<file path="src/fpq_defines.svh">
// constants for the flash protect and query controller
`ifndef FPQ_DEFINES_SVH
`define FPQ_DEFINES_SVH
`define FPQ_NUM_SECT 142
`define FPQ_BOOT_LO_LAST 8'd3
`define FPQ_BOOT_HI_FIRST 8'd138
`define FPQ_BOOT_HI_LAST 8'd141
`define FPQ_UNLOCK1_ADDR 12'h555
`define FPQ_UNLOCK2_ADDR 12'h2aa
`define FPQ_UNLOCK1_DATA 8'haa
`define FPQ_UNLOCK2_DATA 8'h55
`define FPQ_QUERY_ADDR 12'h055
`define FPQ_CMD_QUERY 8'h98
`define FPQ_CMD_RESET 8'hf0
`define FPQ_CMD_AUTOSEL 8'h90
`define FPQ_CMD_PROGRAM 8'ha0
`define FPQ_CMD_ERASE 8'h80
`define FPQ_CMD_SECT_ERASE 8'h30
`define FPQ_CMD_REGION_ENTER 8'h88
`define FPQ_CMD_REGION_EXIT 8'h90
`define FPQ_CMD_ERASE_SUSP 8'hb0
`define FPQ_CMD_ERASE_RES 8'h30
`define FPQ_CMD_REGION_LOCK 8'h60
`define FPQ_CMD_PLOCK_SET 8'hc0
`define FPQ_CMD_DLOCK_SET 8'he0
`define FPQ_CMD_DLOCK_CLR 8'he1
`define FPQ_CMD_PLOCK_CLR 8'hc1
`endif

</file>
<file path="src/fpq_pkg.sv">
// types for the flash protect and query controller
package fpq_pkg;
    typedef enum logic [3:0] {
        FPQ_IDLE = 4'h0,
        FPQ_UNL1 = 4'h1,
        FPQ_UNL2 = 4'h2,
        FPQ_PROG = 4'h3,
        FPQ_ER_UNL0 = 4'h4,
        FPQ_ER_UNL1 = 4'h5,
        FPQ_ER_UNL2 = 4'h6
    } fpq_seq_t;
    typedef enum logic [2:0] {
        FPQ_M_READ = 3'h0,
        FPQ_M_AUTOSEL = 3'h1,
        FPQ_M_QUERY = 3'h2,
        FPQ_M_QUERY_AS = 3'h3,
        FPQ_M_REGION = 3'h4
    } fpq_mode_t;
endpackage

</file>
<file path="src/fpq_ctrl.sv">
// write protection, command decode and query table of the flash controller
//
// Operation
// - locked secured region can never be unlocked nor any of its bits changed.
// - region entry sequence then protect command locks the secured region.
// - program aimed at locked secured region is rejected, contents unchanged.
// - program and erase start only after both unlock cycles.
// - persistent and dynamic lock bit commands disable or enable sector writes.
// - write-protect low blocks the eight outermost boot sectors.
// - write-protect high leaves boot sectors to their lock bits.
// - boost supply pin low locks every sector.
// - supply lockout drops writes, aborts sequences, returns to array read.
// - write starts only with select and strobe low, output enable high.
// - no command accepted during power-up; start in read mode.
// - write 98h at 55h from array read enters query mode.
// - query also from identification; reset returns to origin mode.
// - query words 10h-12h give 0051h 0052h 0059h and pointers.
// - extended table at 40h: 0050h 0052h 0049h, version 0031h 0033h.
// - word 49h reports 0007h advanced sector protection.
// - word 4Fh reports 0001h dual boot.
// - words 58h-5Bh give bank sector counts 0017h and 0030h.
// - bad sequence is recovered by the reset command.
// - erase suspend puts the bank into erase-suspend-read.
// - reset clears timeout or identification back to read or suspend-read.
// - array read after power-up and after program or erase completes.
// - reset command accepted whatever the address bits.
`timescale 1ns/10ps
`include "fpq_defines.svh"
module fpq_ctrl
    import fpq_pkg::*;
(
    input wire logic CLK, // clock
    input wire logic RST, // async reset, high
    input wire logic CE_N, // chip select, low
    input wire logic WE_N, // write strobe, low
    input wire logic OE_N, // output enable, low
    input wire logic [11:0] ADDR, // word address low bits
    input wire logic [7:0] SECT, // sector number of address
    input wire logic REGION_ADDR, // address falls in secured region
    input wire logic [15:0] DIN, // write data
    input wire logic WP_N, // write-protect pin, low
    input wire logic BOOST_SUPPLY_PIN, // boost supply pin, low locks all
    input wire logic SUPPLY_LOCKOUT, // supply below lockout level
    input wire logic POWER_UP, // power-up phase active
    input wire logic ALGO_DONE, // embedded program or erase finished
    input wire logic TIMEOUT_STATUS_BIT, // embedded timeout seen
    output logic [15:0] QUERY_DATA, // query table word
    output logic QUERY_MODE, // query reads active
    output logic AUTOSEL_MODE, // identification mode
    output logic REGION_MODE, // secured region mapped
    output logic REGION_LOCKED, // secured region permanently locked
    output logic PROG_START, // program accepted, one cycle
    output logic ERASE_START, // sector erase accepted, one cycle
    output logic [7:0] OP_SECT, // sector of accepted operation
    output logic BUSY, // embedded operation running
    output logic ERASE_SUSPENDED, // bank in erase-suspend-read
    output logic SECT_WRITABLE // addressed sector writable now
);
    fpq_seq_t seq_q;
    fpq_mode_t mode_q;
    fpq_mode_t query_ret_q;
    logic [`FPQ_NUM_SECT-1:0] plock_q;
    logic [`FPQ_NUM_SECT-1:0] dlock_q;
    logic region_lock_q;
    logic busy_q;
    logic susp_q;
    logic erasing_q;
    logic lock_arm_q;
    logic wr_prev_q;
    logic wr_act;
    logic wr_ev;
    logic boot_sect;
    logic sect_prot;
    logic [7:0] cmd;
    logic is_reset;
    logic in_sect;

    assign in_sect = (SECT < 8'(`FPQ_NUM_SECT));
    assign cmd = DIN[7:0];
    assign wr_act = !CE_N && !WE_N && OE_N;
    // command taken once per write cycle, blocked by lockout and power-up
    assign wr_ev = wr_act && !wr_prev_q && !SUPPLY_LOCKOUT && !POWER_UP;
    assign is_reset = wr_ev && (cmd == `FPQ_CMD_RESET);
    assign boot_sect = (SECT <= `FPQ_BOOT_LO_LAST) || (SECT >= `FPQ_BOOT_HI_FIRST && SECT <= `FPQ_BOOT_HI_LAST);

    always_comb begin
        sect_prot = 1'b1;
        if (in_sect) begin
            sect_prot = plock_q[SECT] || dlock_q[SECT];
        end
        if (!WP_N && boot_sect) begin
            sect_prot = 1'b1;
        end
        if (!BOOST_SUPPLY_PIN) begin
            sect_prot = 1'b1;
        end
    end

    always_comb begin
        SECT_WRITABLE = !sect_prot;
        if (mode_q == FPQ_M_REGION) begin
            SECT_WRITABLE = !region_lock_q;
        end
    end

    always_ff @(posedge CLK or posedge RST) begin
        if (RST) begin
            wr_prev_q <= 1'b0;
        end else begin
            wr_prev_q <= wr_act;
        end
    end

    // unlock sequence tracker
    always_ff @(posedge CLK or posedge RST) begin
        if (RST) begin
            seq_q <= FPQ_IDLE;
        end else if (SUPPLY_LOCKOUT || is_reset) begin
            seq_q <= FPQ_IDLE;
        end else if (wr_ev && !busy_q) begin
            unique case (seq_q)
                FPQ_IDLE: begin
                    seq_q <= (ADDR == `FPQ_UNLOCK1_ADDR && cmd == `FPQ_UNLOCK1_DATA) ? FPQ_UNL1 : FPQ_IDLE;
                end
                FPQ_UNL1: begin
                    seq_q <= (ADDR == `FPQ_UNLOCK2_ADDR && cmd == `FPQ_UNLOCK2_DATA) ? FPQ_UNL2 : FPQ_IDLE;
                end
                FPQ_UNL2: begin
                    // lock code 60h arms the region lock instead of a program
                    if (cmd == `FPQ_CMD_PROGRAM || cmd == `FPQ_CMD_REGION_LOCK) begin
                        seq_q <= FPQ_PROG;
                    end else if (cmd == `FPQ_CMD_ERASE && !susp_q) begin
                        seq_q <= FPQ_ER_UNL0;
                    end else begin
                        seq_q <= FPQ_IDLE;
                    end
                end
                FPQ_PROG: begin
                    seq_q <= FPQ_IDLE;
                end
                FPQ_ER_UNL0: begin
                    seq_q <= (ADDR == `FPQ_UNLOCK1_ADDR && cmd == `FPQ_UNLOCK1_DATA) ? FPQ_ER_UNL1 : FPQ_IDLE;
                end
                FPQ_ER_UNL1: begin
                    seq_q <= (ADDR == `FPQ_UNLOCK2_ADDR && cmd == `FPQ_UNLOCK2_DATA) ? FPQ_ER_UNL2 : FPQ_IDLE;
                end
                FPQ_ER_UNL2: begin
                    seq_q <= FPQ_IDLE;
                end
                default: begin
                    seq_q <= FPQ_IDLE;
                end
            endcase
        end
    end

    logic lock_cmd;
    logic prog_go;
    logic erase_go;
    logic query_go;
    logic resume_go;
    assign lock_cmd = wr_ev && !busy_q && seq_q == FPQ_UNL2;
    assign prog_go = wr_ev && !busy_q && seq_q == FPQ_PROG && mode_q != FPQ_M_REGION && !sect_prot
        && !lock_arm_q;
    // query entry allowed from array read and identification
    assign query_go = wr_ev && !busy_q && ADDR == `FPQ_QUERY_ADDR && cmd == `FPQ_CMD_QUERY
        && (mode_q == FPQ_M_READ || mode_q == FPQ_M_AUTOSEL);
    assign resume_go = wr_ev && !busy_q && susp_q && seq_q == FPQ_IDLE && cmd == `FPQ_CMD_ERASE_RES;
    assign erase_go = wr_ev && !busy_q && seq_q == FPQ_ER_UNL2 && cmd == `FPQ_CMD_SECT_ERASE
        && mode_q == FPQ_M_READ && !sect_prot;

    // region lock bit: set only, never cleared except by power loss model
    always_ff @(posedge CLK or posedge RST) begin
        if (RST) begin
            region_lock_q <= 1'b0;
        end else if (wr_ev && !busy_q && seq_q == FPQ_PROG && mode_q == FPQ_M_REGION && !region_lock_q
            && cmd == `FPQ_CMD_REGION_LOCK && lock_arm_q) begin
            region_lock_q <= 1'b1;
        end
    end

    // lock code after two unlocks: next write of 60h in region mode locks region, never programs
    always_ff @(posedge CLK or posedge RST) begin
        if (RST) begin
            lock_arm_q <= 1'b0;
        end else if (SUPPLY_LOCKOUT || is_reset) begin
            lock_arm_q <= 1'b0;
        end else if (wr_ev && !busy_q) begin
            lock_arm_q <= (seq_q == FPQ_UNL2) && (cmd == `FPQ_CMD_REGION_LOCK);
        end
    end

    // per-sector lock bits
    always_ff @(posedge CLK or posedge RST) begin
        if (RST) begin
            plock_q <= '0;
            dlock_q <= '0;
        end else if (lock_cmd && in_sect && mode_q == FPQ_M_READ) begin
            unique case (cmd)
                `FPQ_CMD_PLOCK_SET: plock_q[SECT] <= 1'b1;
                `FPQ_CMD_PLOCK_CLR: plock_q <= '0;
                `FPQ_CMD_DLOCK_SET: dlock_q[SECT] <= 1'b1;
                `FPQ_CMD_DLOCK_CLR: dlock_q[SECT] <= 1'b0;
                default: begin
                end
            endcase
        end
    end

    // embedded operation and suspend
    always_ff @(posedge CLK or posedge RST) begin
        if (RST) begin
            busy_q <= 1'b0;
            susp_q <= 1'b0;
        end else if (SUPPLY_LOCKOUT) begin
            busy_q <= 1'b0;
            susp_q <= 1'b0;
        end else if (busy_q) begin
            if (ALGO_DONE || (TIMEOUT_STATUS_BIT && is_reset)) begin
                busy_q <= 1'b0;
            end else if (wr_ev && cmd == `FPQ_CMD_ERASE_SUSP && !susp_q && erasing_q) begin
                busy_q <= 1'b0;
                susp_q <= 1'b1;
            end
        end else if (prog_go || erase_go) begin
            busy_q <= 1'b1;
        end else if (resume_go) begin
            busy_q <= 1'b1;
            susp_q <= 1'b0;
        end
    end

    always_ff @(posedge CLK or posedge RST) begin
        if (RST) begin
            PROG_START <= 1'b0;
            ERASE_START <= 1'b0;
            OP_SECT <= 8'h00;
        end else begin
            PROG_START <= prog_go;
            ERASE_START <= erase_go;
            if (prog_go || erase_go) begin
                OP_SECT <= SECT;
            end
        end
    end

    // kind of running operation: only an erase may be suspended
    always_ff @(posedge CLK or posedge RST) begin
        if (RST) begin
            erasing_q <= 1'b0;
        end else if (SUPPLY_LOCKOUT) begin
            erasing_q <= 1'b0;
        end else if (erase_go || resume_go) begin
            erasing_q <= 1'b1;
        end else if (prog_go) begin
            erasing_q <= 1'b0;
        end else if (busy_q && ALGO_DONE) begin
            erasing_q <= 1'b0;
        end
    end

    // read mode tracking
    always_ff @(posedge CLK or posedge RST) begin
        if (RST) begin
            mode_q <= FPQ_M_READ;
        end else if (SUPPLY_LOCKOUT) begin
            mode_q <= FPQ_M_READ;
        end else if (is_reset && !busy_q) begin
            unique case (mode_q)
                FPQ_M_QUERY: mode_q <= query_ret_q;
                FPQ_M_QUERY_AS: mode_q <= query_ret_q;
                FPQ_M_REGION: mode_q <= FPQ_M_REGION;
                default: mode_q <= FPQ_M_READ;
            endcase
        end else if (query_go) begin
            mode_q <= (mode_q == FPQ_M_AUTOSEL) ? FPQ_M_QUERY_AS : FPQ_M_QUERY;
        end else if (wr_ev && !busy_q && seq_q == FPQ_UNL2) begin
            if (cmd == `FPQ_CMD_AUTOSEL && mode_q == FPQ_M_READ) begin
                mode_q <= FPQ_M_AUTOSEL;
            end else if (cmd == `FPQ_CMD_REGION_ENTER && mode_q == FPQ_M_READ && !susp_q) begin
                mode_q <= FPQ_M_REGION;
            end
        end else if (wr_ev && seq_q == FPQ_ER_UNL2 && mode_q == FPQ_M_REGION && cmd == 8'h00) begin
            mode_q <= FPQ_M_READ;
        end
    end

    // mode to go back to when query mode is left
    always_ff @(posedge CLK or posedge RST) begin
        if (RST) begin
            query_ret_q <= FPQ_M_READ;
        end else if (SUPPLY_LOCKOUT) begin
            query_ret_q <= FPQ_M_READ;
        end else if (query_go) begin
            query_ret_q <= mode_q;
        end
    end

    // query table, byte on low lane
    always_ff @(posedge CLK or posedge RST) begin
        if (RST) begin
            QUERY_DATA <= 16'h0000;
        end else begin
            unique case (ADDR[7:0])
                8'h10: QUERY_DATA <= 16'h0051;
                8'h11: QUERY_DATA <= 16'h0052;
                8'h12: QUERY_DATA <= 16'h0059;
                8'h13: QUERY_DATA <= 16'h0002;
                8'h15: QUERY_DATA <= 16'h0040;
                8'h40: QUERY_DATA <= 16'h0050;
                8'h41: QUERY_DATA <= 16'h0052;
                8'h42: QUERY_DATA <= 16'h0049;
                8'h43: QUERY_DATA <= 16'h0031;
                8'h44: QUERY_DATA <= 16'h0033;
                8'h45: QUERY_DATA <= 16'h000c;
                8'h46: QUERY_DATA <= 16'h0002;
                8'h47: QUERY_DATA <= 16'h0001;
                8'h49: QUERY_DATA <= 16'h0007;
                8'h4a: QUERY_DATA <= 16'h0077;
                8'h4b: QUERY_DATA <= 16'h0001;
                8'h4d: QUERY_DATA <= 16'h00b5;
                8'h4e: QUERY_DATA <= 16'h00c5;
                8'h4f: QUERY_DATA <= 16'h0001;
                8'h57: QUERY_DATA <= 16'h0004;
                8'h58: QUERY_DATA <= 16'h0017;
                8'h59: QUERY_DATA <= 16'h0030;
                8'h5a: QUERY_DATA <= 16'h0030;
                8'h5b: QUERY_DATA <= 16'h0017;
                default: QUERY_DATA <= 16'h0000;
            endcase
        end
    end

    assign QUERY_MODE = (mode_q == FPQ_M_QUERY) || (mode_q == FPQ_M_QUERY_AS);
    assign AUTOSEL_MODE = (mode_q == FPQ_M_AUTOSEL);
    assign REGION_MODE = (mode_q == FPQ_M_REGION);
    assign REGION_LOCKED = region_lock_q;
    assign BUSY = busy_q;
    assign ERASE_SUSPENDED = susp_q;
endmodule

</file>
<file path="config.mk">
export PLATFORM = sky130hd
export DESIGN_NAME = fpq_ctrl
export DESIGN_NICKNAME = d
export VERILOG_FILES = /design/src/fpq_pkg.sv /design/src/fpq_ctrl.sv
export VERILOG_INCLUDE_DIRS = /design/src
export SDC_FILE = /design/constraint.sdc
export NUM_CORES = 1
export LEC_CHECK = 0
export ABC_AREA = 1
export BUFFER_PORTS_ARGS = -buffer_cell sky130_fd_sc_hd__buf_2
export CAP_MARGIN = 20
export CORE_AREA = 8 8 160 223
export CTS_CLUSTER_DIAMETER = 80
export CTS_CLUSTER_SIZE = 8
export DETAILED_ROUTE_END_ITERATION = 7
export DIE_AREA = 0 0 168 231
export PLACE_DENSITY = 0.84
export SYNTH_ARGS = -nofsm -noshare
export SYNTH_HDL_FRONTEND = slang
export SYNTH_SLANG_ARGS = --single-unit
</file>
<file path="constraint.sdc">
create_clock -name CLK -period 9.6 [get_ports CLK]
set_input_delay 0.96 -clock CLK [delete_from_list [all_inputs] [get_ports CLK]]
set_output_delay 0.96 -clock CLK [all_outputs]
set_load 0.01 [all_outputs]
</file>
Word-level counts from Yosys, hierarchy flattened
Cells that the tools add are included.
{"block": "classes", "order_cmp": 6, "eq_ne": 57, "mux": 51, "bitwise": 4, "n_reduce_logical": 87}
{"cell": "one-hot mux 142 bit (2 select lines)", "count": 2}
{"cell": "bitwise OR 142 bit", "count": 2}
{"cell": "equality test 8 x 7 -> 1 bit (second input constant)", "count": 21}
{"cell": "one-hot mux 8 bit (18 select lines)", "count": 1}
{"cell": "AND 142 bit", "count": 1}
{"cell": "inverter 142 bit", "count": 1}
{"cell": "equality test 8 bit (second input constant)", "count": 12}
{"cell": "logical AND 1 bit", "count": 47}
{"cell": "equality test 8 x 5 -> 1 bit (second input constant)", "count": 5}
{"cell": "2-to-1 mux 3 bit", "count": 13}
{"cell": "2-to-1 mux 1 bit", "count": 27}
{"cell": "binary-select mux 1 bit (select 8 bit)", "count": 2}
{"cell": "one-hot mux 3 bit (5 select lines)", "count": 1}
{"cell": "equality test 12 x 10 -> 1 bit (second input constant)", "count": 1}
{"cell": "equality test 12 x 11 -> 1 bit (second input constant)", "count": 1}
{"cell": "equality test 12 x 7 -> 1 bit (second input constant)", "count": 1}
{"cell": "equality test 4 x 3 -> 1 bit (second input constant)", "count": 3}
{"cell": "zero test 1 bit", "count": 11}
{"cell": "OR reduction 2 bit", "count": 5}
{"cell": "logical OR 1 bit", "count": 9}
{"cell": "less-than comparator 8 x 9 -> 1 bit (second input constant)", "count": 1}
{"cell": "!= test 3 bit (second input constant)", "count": 3}
{"cell": "demux 1 bit (select 8 bit)", "count": 1}
{"cell": "equality test 4 x 2 -> 1 bit (second input constant)", "count": 2}
{"cell": "other kinds (25)", "count": 32}
{"block": "word_totals", "ff_bits": 326, "output_inout_bits": 33, "wordCells": 220}

Depth between registers and ports, before layout
Gate-level depths: netlist of the first run.
{"block": "depth", "ltp_word": 15, "depth_mapped": 21, "ltp_nobuf": 19}

Worst setup path before layout of the first run
Ideal clock, no wire load.
{"block": "synth_path", "path_type": "input to output", "start": "in SECT[0]", "end": "out SECT_WRITABLE", "t_arrival_ps": 2542, "slack_ps": 6098, "path_stages": 15, "n_path_buf": 3, "path_cell_list": "buf_2 -> buf_2 -> buf_2 -> o21ai_0 -> nand2_1 -> nand2_1 -> nand2_1 -> nand2_1 -> o21ai_0 -> nand2_1 -> nor2_1 -> nand2_1 -> nand2_1 -> nand3_1 -> o21ai_0"}
{"block": "synth_between", "elab_chain_cells": 8, "elab_cells_between_ends": 17, "cone_classes": "order compare (4); mux (8); reduce/logical (5)"}
{"item": "from (decl)", "line": "fpq_ctrl.sv:38", "source": "input wire logic [7:0] SECT,"}
{"item": "binary-select mux 1 bit (select 8 bit), or another cell as far along", "line": "fpq_ctrl.sv:89", "source": "sect_prot = plock_q[SECT] || dlock_q[SECT];"}
{"item": "2-to-1 mux 1 bit (implied by the code) or logical AND 1 bit (tied branches)"}
{"item": "logical OR 1 bit (on tied branches)", "line": "fpq_ctrl.sv:89, fpq_ctrl.sv:84"}
{"item": "2-to-1 mux 1 bit or logical AND 1 bit (tied branches)", "line": "fpq_ctrl.sv:88, fpq_ctrl.sv:91"}
{"item": "2-to-1 mux 1 bit *", "line": "fpq_ctrl.sv:91", "source": "if (!WP_N && boot_sect) begin"}
{"item": "2-to-1 mux 1 bit *", "line": "fpq_ctrl.sv:94", "source": "if (!BOOST_SUPPLY_PIN) begin"}
{"item": "zero test 1 bit *", "line": "fpq_ctrl.sv:100", "source": "SECT_WRITABLE = !sect_prot;"}
{"item": "2-to-1 mux 1 bit *", "line": "fpq_ctrl.sv:101", "source": "if (mode_q == FPQ_M_REGION) begin"}
{"item": "to (decl)", "line": "fpq_ctrl.sv:57", "source": "output logic SECT_WRITABLE"}
Every way passes the cells marked *; elsewhere a longest branch is shown, timed or not. The select of a mux whose other input is x is not followed.

Final worst setup path of the first run
Ends and elaborated chain as after synthesis.

==> summary.txt, run 1 <==
Placed design
  • Pre-CTS setup slack: 3740 ps
  • GPL Wtd Cong: 0.957
  • Placed cell area: 18200 um2
  • Port Buffers: 63
  • Final HPWL DP: 29.1 mm

Clocking
  • Post-CTS setup buffers: 0
  • CTS tree: built
  • Gates resized, CTS repair: 0
  • Cts hold-fix bufs: 0
  • Clk slew on worst S/H paths: 50 ps
  • Clk_lat worst skew: 560 ps
  • Clock tree buffer depth: 3
  • Number of H-tree levels: 2
  • CTS sink count: 317
  • Root buffer cell: clkbuf_16
  • Cts bufs inserted: 45

Floorplanning
  • Core area: 32100 um2
  • Ports: 81
  • Die H: 231 um
  • Die area: 38800 um2
  • Row count: 78
  • Starting Density: 55.5%
  • Die Span X: 168 um

Logic synthesis
  • Synthesized area per cell: 7.11 um2
  • Unique masters post-synth: 39
  • Yosys warning count: 0
  • Synthesis-stage register bit count: 317
  • Syn Inst Count: 2507
  • Primary FF master, synth: dfrtp_1
  • Mapped Area: 17800 um2
  • Largest area contributor in the netlist: dfrtp_1
  • Main area contributors after synthesis: dfrtp_1 (44%), nand2_1 (14%), inv_1 (8.9%)
  • Area share of the largest cell type after synthesis: 44.5%
  • Sequential share of the synthesized area: 44.5%
  • Number of synthesized flops with an enable pin: 0
  • Ys async rst share: 100%
  • Top post-synthesis cells by count: nand2_1 (644), inv_1 (421), dfrtp_1 (317)
  • Top-count cell post-synth: nand2_1

STA
  • Sum Neg Setup Slack: 0 ps
  • Worst slew margin: 27.8%
  • Hold slack: 479 ps
  • Max-slew violations: 0
  • Final hold violation count: 0
  • Crit path time final: 5290 ps
  • Worst Slack Setup Final: 4310 ps
  • Final Skew: 28.1 ps
  • Unrepaired setup endpoints after global routing: no
  • Max Fclk: 189 MHz
  • Slew @ Worst Pin: 1080 ps
  • Final period utilization: 55.1%
  • Setup violators final: 0

Setup path
  • Worst EP arrival: 4330 ps
  • Crit path max-delay cell type: nand2_1
  • Buffers and inverters on the worst path: 4
  • Cell mode on critical path: nand2_1
  • Start of the worst register-to-register path: wr_prev_q
  • CP required: 8640 ps
  • CP top delay family: simple AND/OR/NAND/NOR gates
  • Critical path launch point type: input pin
  • WS Path Type: in2out
  • Crit-path max cell delay: 770 ps
  • Crit path max fanout: 33
  • CP Launch Point: SECT[0]
  • CP cell instances: buf_2 > inv_1 > buf_4 > nand2_1 > o21ai_0 > nor2_1 > nand2_1 > nand2_1 > nand2_1 > nor2_1 > nor2_1 > nor2_1 > nand2_1 > nand2_1 > nand3_1 > o21ai_0 > buf_2
  • CP Capture Type: primary output

Global route
  • GR Overflow Total: 0
  • Vias in the first global route: 16600
  • Largest net degree at the start of global routing: 189
  • GRT Total Usage: 25.7%
  • First-pass GRT wire length: 82.0 mm
  • Initial antenna violation count: 1

Cells and area
  • Antenna cells: 0
  • Number of fill cells in the layout: 2656
  • Seq. cell area: 7930 um2
  • Area Growth Syn to Fin: 9.44%
  • Fin util: 60.8%
  • Design area: 19500 um2
  • Area of the multi-input gates: 7630 um2
  • Share of cells above drive strength 1: 6.35%
  • Fin nets: 2548

Detailed routing
  • Drt via density: 5.90
  • DRC: 0
  • Wire length per cell: 17.5 um
  • Drt total wl: 50.8 mm
  • First drt pass iteration count: 7
  • Post-DRT Antenna Nets: 0
  • Iter 0 DRT Violations: 2184
  • Vias: 17100

Pwr
  • Static Leak: 10.9 nW
  • Max VDD drop: 129 uV
  • Cell Pwr Density: 151 nW/um2

Run status
  • Outcome: completed

Hold path
  • Worst hold-check path type: reg2reg

Run
  • MaxCap Viol Count: 0
==> final cells by class <==
class	instances	share of cell area [%]
multi-input cells	1608	39.1
flip-flops and latches	317	40.7
clock inverters	2	0.0705
well taps	400	2.57
repair buffers	89	3.10
inverters	439	8.47
clock buffers	47	6.03
==> report_power, final <==
part | internal, mW | leakage (nW) | total (mW) | switching [mW]
clock | 0.851 | 0.588 | 1.40 | 0.552
sequential | 1.34 | 3.42 | 1.34 | 0.000216
combinational | 0.0435 | 6.86 | 0.193 | 0.149
==> metal layers <==
metal  global-route usage, %  wire length, um  vias up
met3                    5.28             5160      279
met4                    18.5             3790        2
met5                       0               10        -
met1                    29.7            18200     7969
met2                    41.9            23600     1056
li1                        -                -     7816
==> path summary, 6_finish.rpt <==
| check | to | depth (start not counted) | slack [ps] |
|---|---|---|---|
| worst max-delay path | SECT_WRITABLE | 17 | 4310 |
| worst min-delay path | flip-flop | 2 | 480 |
| worst max register to register | flip-flop | 15 | 5260 |
| worst min register to register | flip-flop | 2 | 480 |
| max in group asynchronous | async pin | 4 | 7320 |
| min in group asynchronous | ERASE_START | 3 | 720 |
==> worst min-delay path: cells and delay by family, from the launching register on <==
| kind | cells | cell delay (ps) |
|---|---|---|
| buffers and inverters | 1 | 50 |
| multiplexers | 1 | 70 |
| flip-flops | 1 | 330 |
==> cells by family after synthesis <==
family / synth area share (%)
AND/OR/NAND/NOR: 28.0
buffers and inverters: 13.0
AO/OA/AOI/OAI: 9.27
flip-flops: 44.5
multiplexers: 5.17
other: 0.0210
==> stage by stage <==
stage               total power, mW  instances
floorplan                      1.49       2514
global placement               1.55       2847
detailed placement             1.55       2847
CTS                            2.94       2896
global route                   3.01       2902
finish                         2.94       2902
==> cell usage in the layout, fill, tap and decap left out, drive strengths merged, types with 2 or more instances in the layout <==
cell type	netlist	routed
nor4	4	4
o21ai	133	133
dfrtp	317	317
inv	425	425
nor3	15	15
o31ai	4	4
nor2	318	318
mux2i	92	92
clkbuf	95	47
or2	2	2
o221ai	2	2
a31o	2	2
nand3	47	47
nand2	645	645
o22ai	12	12
conb	1	8
a31oi	2	2
clkinv	14	15
o2111ai	2	2
nand4	157	157
a21oi	155	155
buf	55	89
No activity file was read; power rests on OpenSTA's default activity.
==> run 2: changes to the inputs <==
--- a/config.mk
+++ b/config.mk
@@ -9,12 +9,12 @@
 export ABC_AREA = 1
 export BUFFER_PORTS_ARGS = -buffer_cell sky130_fd_sc_hd__buf_2
 export CAP_MARGIN = 20
-export CORE_AREA = 8 8 160 223
+export CORE_AREA = 8 8 153 212
 export CTS_CLUSTER_DIAMETER = 80
 export CTS_CLUSTER_SIZE = 8
 export DETAILED_ROUTE_END_ITERATION = 7
-export DIE_AREA = 0 0 168 231
-export PLACE_DENSITY = 0.84
+export DIE_AREA = 0 0 161 220
+export PLACE_DENSITY = 0.87
 export SYNTH_ARGS = -nofsm -noshare
 export SYNTH_HDL_FRONTEND = slang
 export SYNTH_SLANG_ARGS = --single-unit
==> constraint.sdc (replaced) <==
create_clock -name CLK -period 5.05 [get_ports CLK]
set_input_delay 0.505 -clock CLK [delete_from_list [all_inputs] [get_ports CLK]]
set_output_delay 0.505 -clock CLK [all_outputs]
set_load 0.01 [all_outputs]
==> run 2 against run 1 <==
Worst setup slack worse by 3200 ps. Cell count is 0.52% lower. Combinational power grew 94%. Register-to-register slack got worse by 3700 ps. Hold slack got worse by 310 ps. Total power increased by 91%. Critical path depth stayed put. Critical endpoint unchanged. Largest power group unchanged.
==> summary.txt, run 2 (same netlist as run 1, synthesis figures left out) <==
Run status
  • Outcome: completed

Detailed routing
  • Iter 0 DRT Violations: 2220
  • Drt via density: 5.96
  • Post-DRT Antenna Nets: 0
  • DRC: 0
  • Drt total wl: 51.7 mm
  • First drt pass iteration count: 8
  • Vias: 17200
  • Wire length per cell: 17.9 um

Setup path
  • Crit path max fanout: 18
  • WS Path Type: in2out
  • CP required: 4550 ps
  • Worst EP arrival: 3420 ps
  • Critical path launch point type: input pin
  • CP Capture Type: primary output

STA
  • Worst Slack Setup Final: 1120 ps
  • Worst slew margin: 18.2%
  • Max Fclk: 255 MHz
  • Final period utilization: 77.8%
  • Sum Neg Setup Slack: 0 ps
  • Crit path time final: 3930 ps
  • Unrepaired setup endpoints after global routing: no
  • Slew @ Worst Pin: 1230 ps
  • Setup violators final: 0
  • Final Skew: 12.5 ps
  • Max-slew violations: 0
  • Hold slack: 173 ps
  • Final hold violation count: 0

Global route
  • Largest net degree at the start of global routing: 143
  • First-pass GRT wire length: 84.3 mm
  • GRT Total Usage: 29.2%
  • Initial antenna violation count: 1
  • Vias in the first global route: 17200
  • GR Overflow Total: 0

Clocking
  • CTS tree: built
  • Number of H-tree levels: 2
  • CTS sink count: 317
  • Gates resized, CTS repair: 0
  • Clock tree buffer depth: 3
  • Cts hold-fix bufs: 0
  • Clk_lat worst skew: 550 ps
  • Cts bufs inserted: 45
  • Post-CTS setup buffers: 0
  • Clk slew on worst S/H paths: 50 ps
  • Root buffer cell: clkbuf_16

Pwr
  • Max VDD drop: 231 uV
  • Static Leak: 10.9 nW
  • Final Power: 5.60 mW
  • Cell Pwr Density: 287 nW/um2

Cells and area
  • Number of fill cells in the layout: 2361
  • Fin nets: 2552
  • Area of the multi-input gates: 7630 um2
  • Most frequent cells in the layout: nand2_1 (644), inv_1 (420), dfrtp_1 (317)
  • Commonest non-fill, non-tap cell in the layout: nand2_1
  • Seq. cell area: 7930 um2
  • Design area: 19500 um2
  • Area Growth Syn to Fin: 9.30%
  • Share of cells above drive strength 1: 6.42%

Floorplanning
  • Starting Density: 61.3%
  • Die Span X: 161 um
  • Ports: 81
  • Row count: 74
  • Core area: 29100 um2
  • Die area: 35400 um2
  • Die H: 220 um

Run
  • MaxCap Viol Count: 0

Hold path
  • Worst hold-check path type: in2reg

Placed design
  • Final HPWL DP: 29.9 mm
  • Port Buffers: 63
  • Pre-CTS setup slack: 1200 ps
  • Placed cell area: 18300 um2
  • GPL Wtd Cong: 0.933
-- run 2: critical path, cell delays in order --
cell     delay, ps
buf_2          310
inv_1          340
nor2_2         820
nand2_1        100
nand2_1        110
nor2_1          50
nand2_1        110
nand2_1        120
nand2_1        100
nor2_1          60
nor2_1          90
nor2_1          50
nand2_1        110
nand2_1        100
nand3_1        170
o21ai_0        100
buf_2          170
-- run 2: where the power goes --
group / leakage (nW) / internal (mW) / switching [mW]
Combinational: 6.87 / 0.0878 / 0.286
Sequential: 3.42 / 2.55 / 0.000366
Clock: 0.588 / 1.62 / 1.06
Total: 10.9 / 4.25 / 1.34
-- run 2: worst paths after layout --
check / cells past startpoint / startpoint / end / slack, ps
max in group asynchronous: 5 / RST / async pin / 3420
hold reg to reg: 2 / flip-flop / flip-flop / 480
setup / recovery: 17 / SECT[1] / SECT_WRITABLE / 1120
min in group asynchronous: 3 / RST / PROG_START / 410
hold / removal: 3 / OE_N / wr_prev_q / 170
setup reg to reg: 11 / wr_prev_q / plock_q[130] / 1590
-- run 2: layout make-up --
class / count / share of cell area (%)
clock buffer: 47 / 6.04
inverter: 439 / 8.48
tap: 380 / 2.44
multi-input combinational: 1608 / 39.1
antenna: 1 / 0.0128
timing repair buffer: 93 / 3.11
clock inverter: 2 / 0.0706
sequential: 317 / 40.7
-- run 2: layer usage --
metal / routed length (um) / vias up / GRT usage (%)
met2: 24400 / 1082 / 48.6
met3: 5340 / 281 / 6.31
li1: - / 7822 / -
met4: 3650 / 0 / 20.9
met5: 0 / - / 0
met1: 18300 / 8023 / 33.1
-- run 2: per-stage QoR --
stage | instances | utilization (%)
finish | 2887 | 67.0
CTS | 2884 | 66.9
global route | 2887 | 67.0
floorplan | 2514 | -
detailed placement | 2835 | 62.8
global placement | 2835 | 62.8
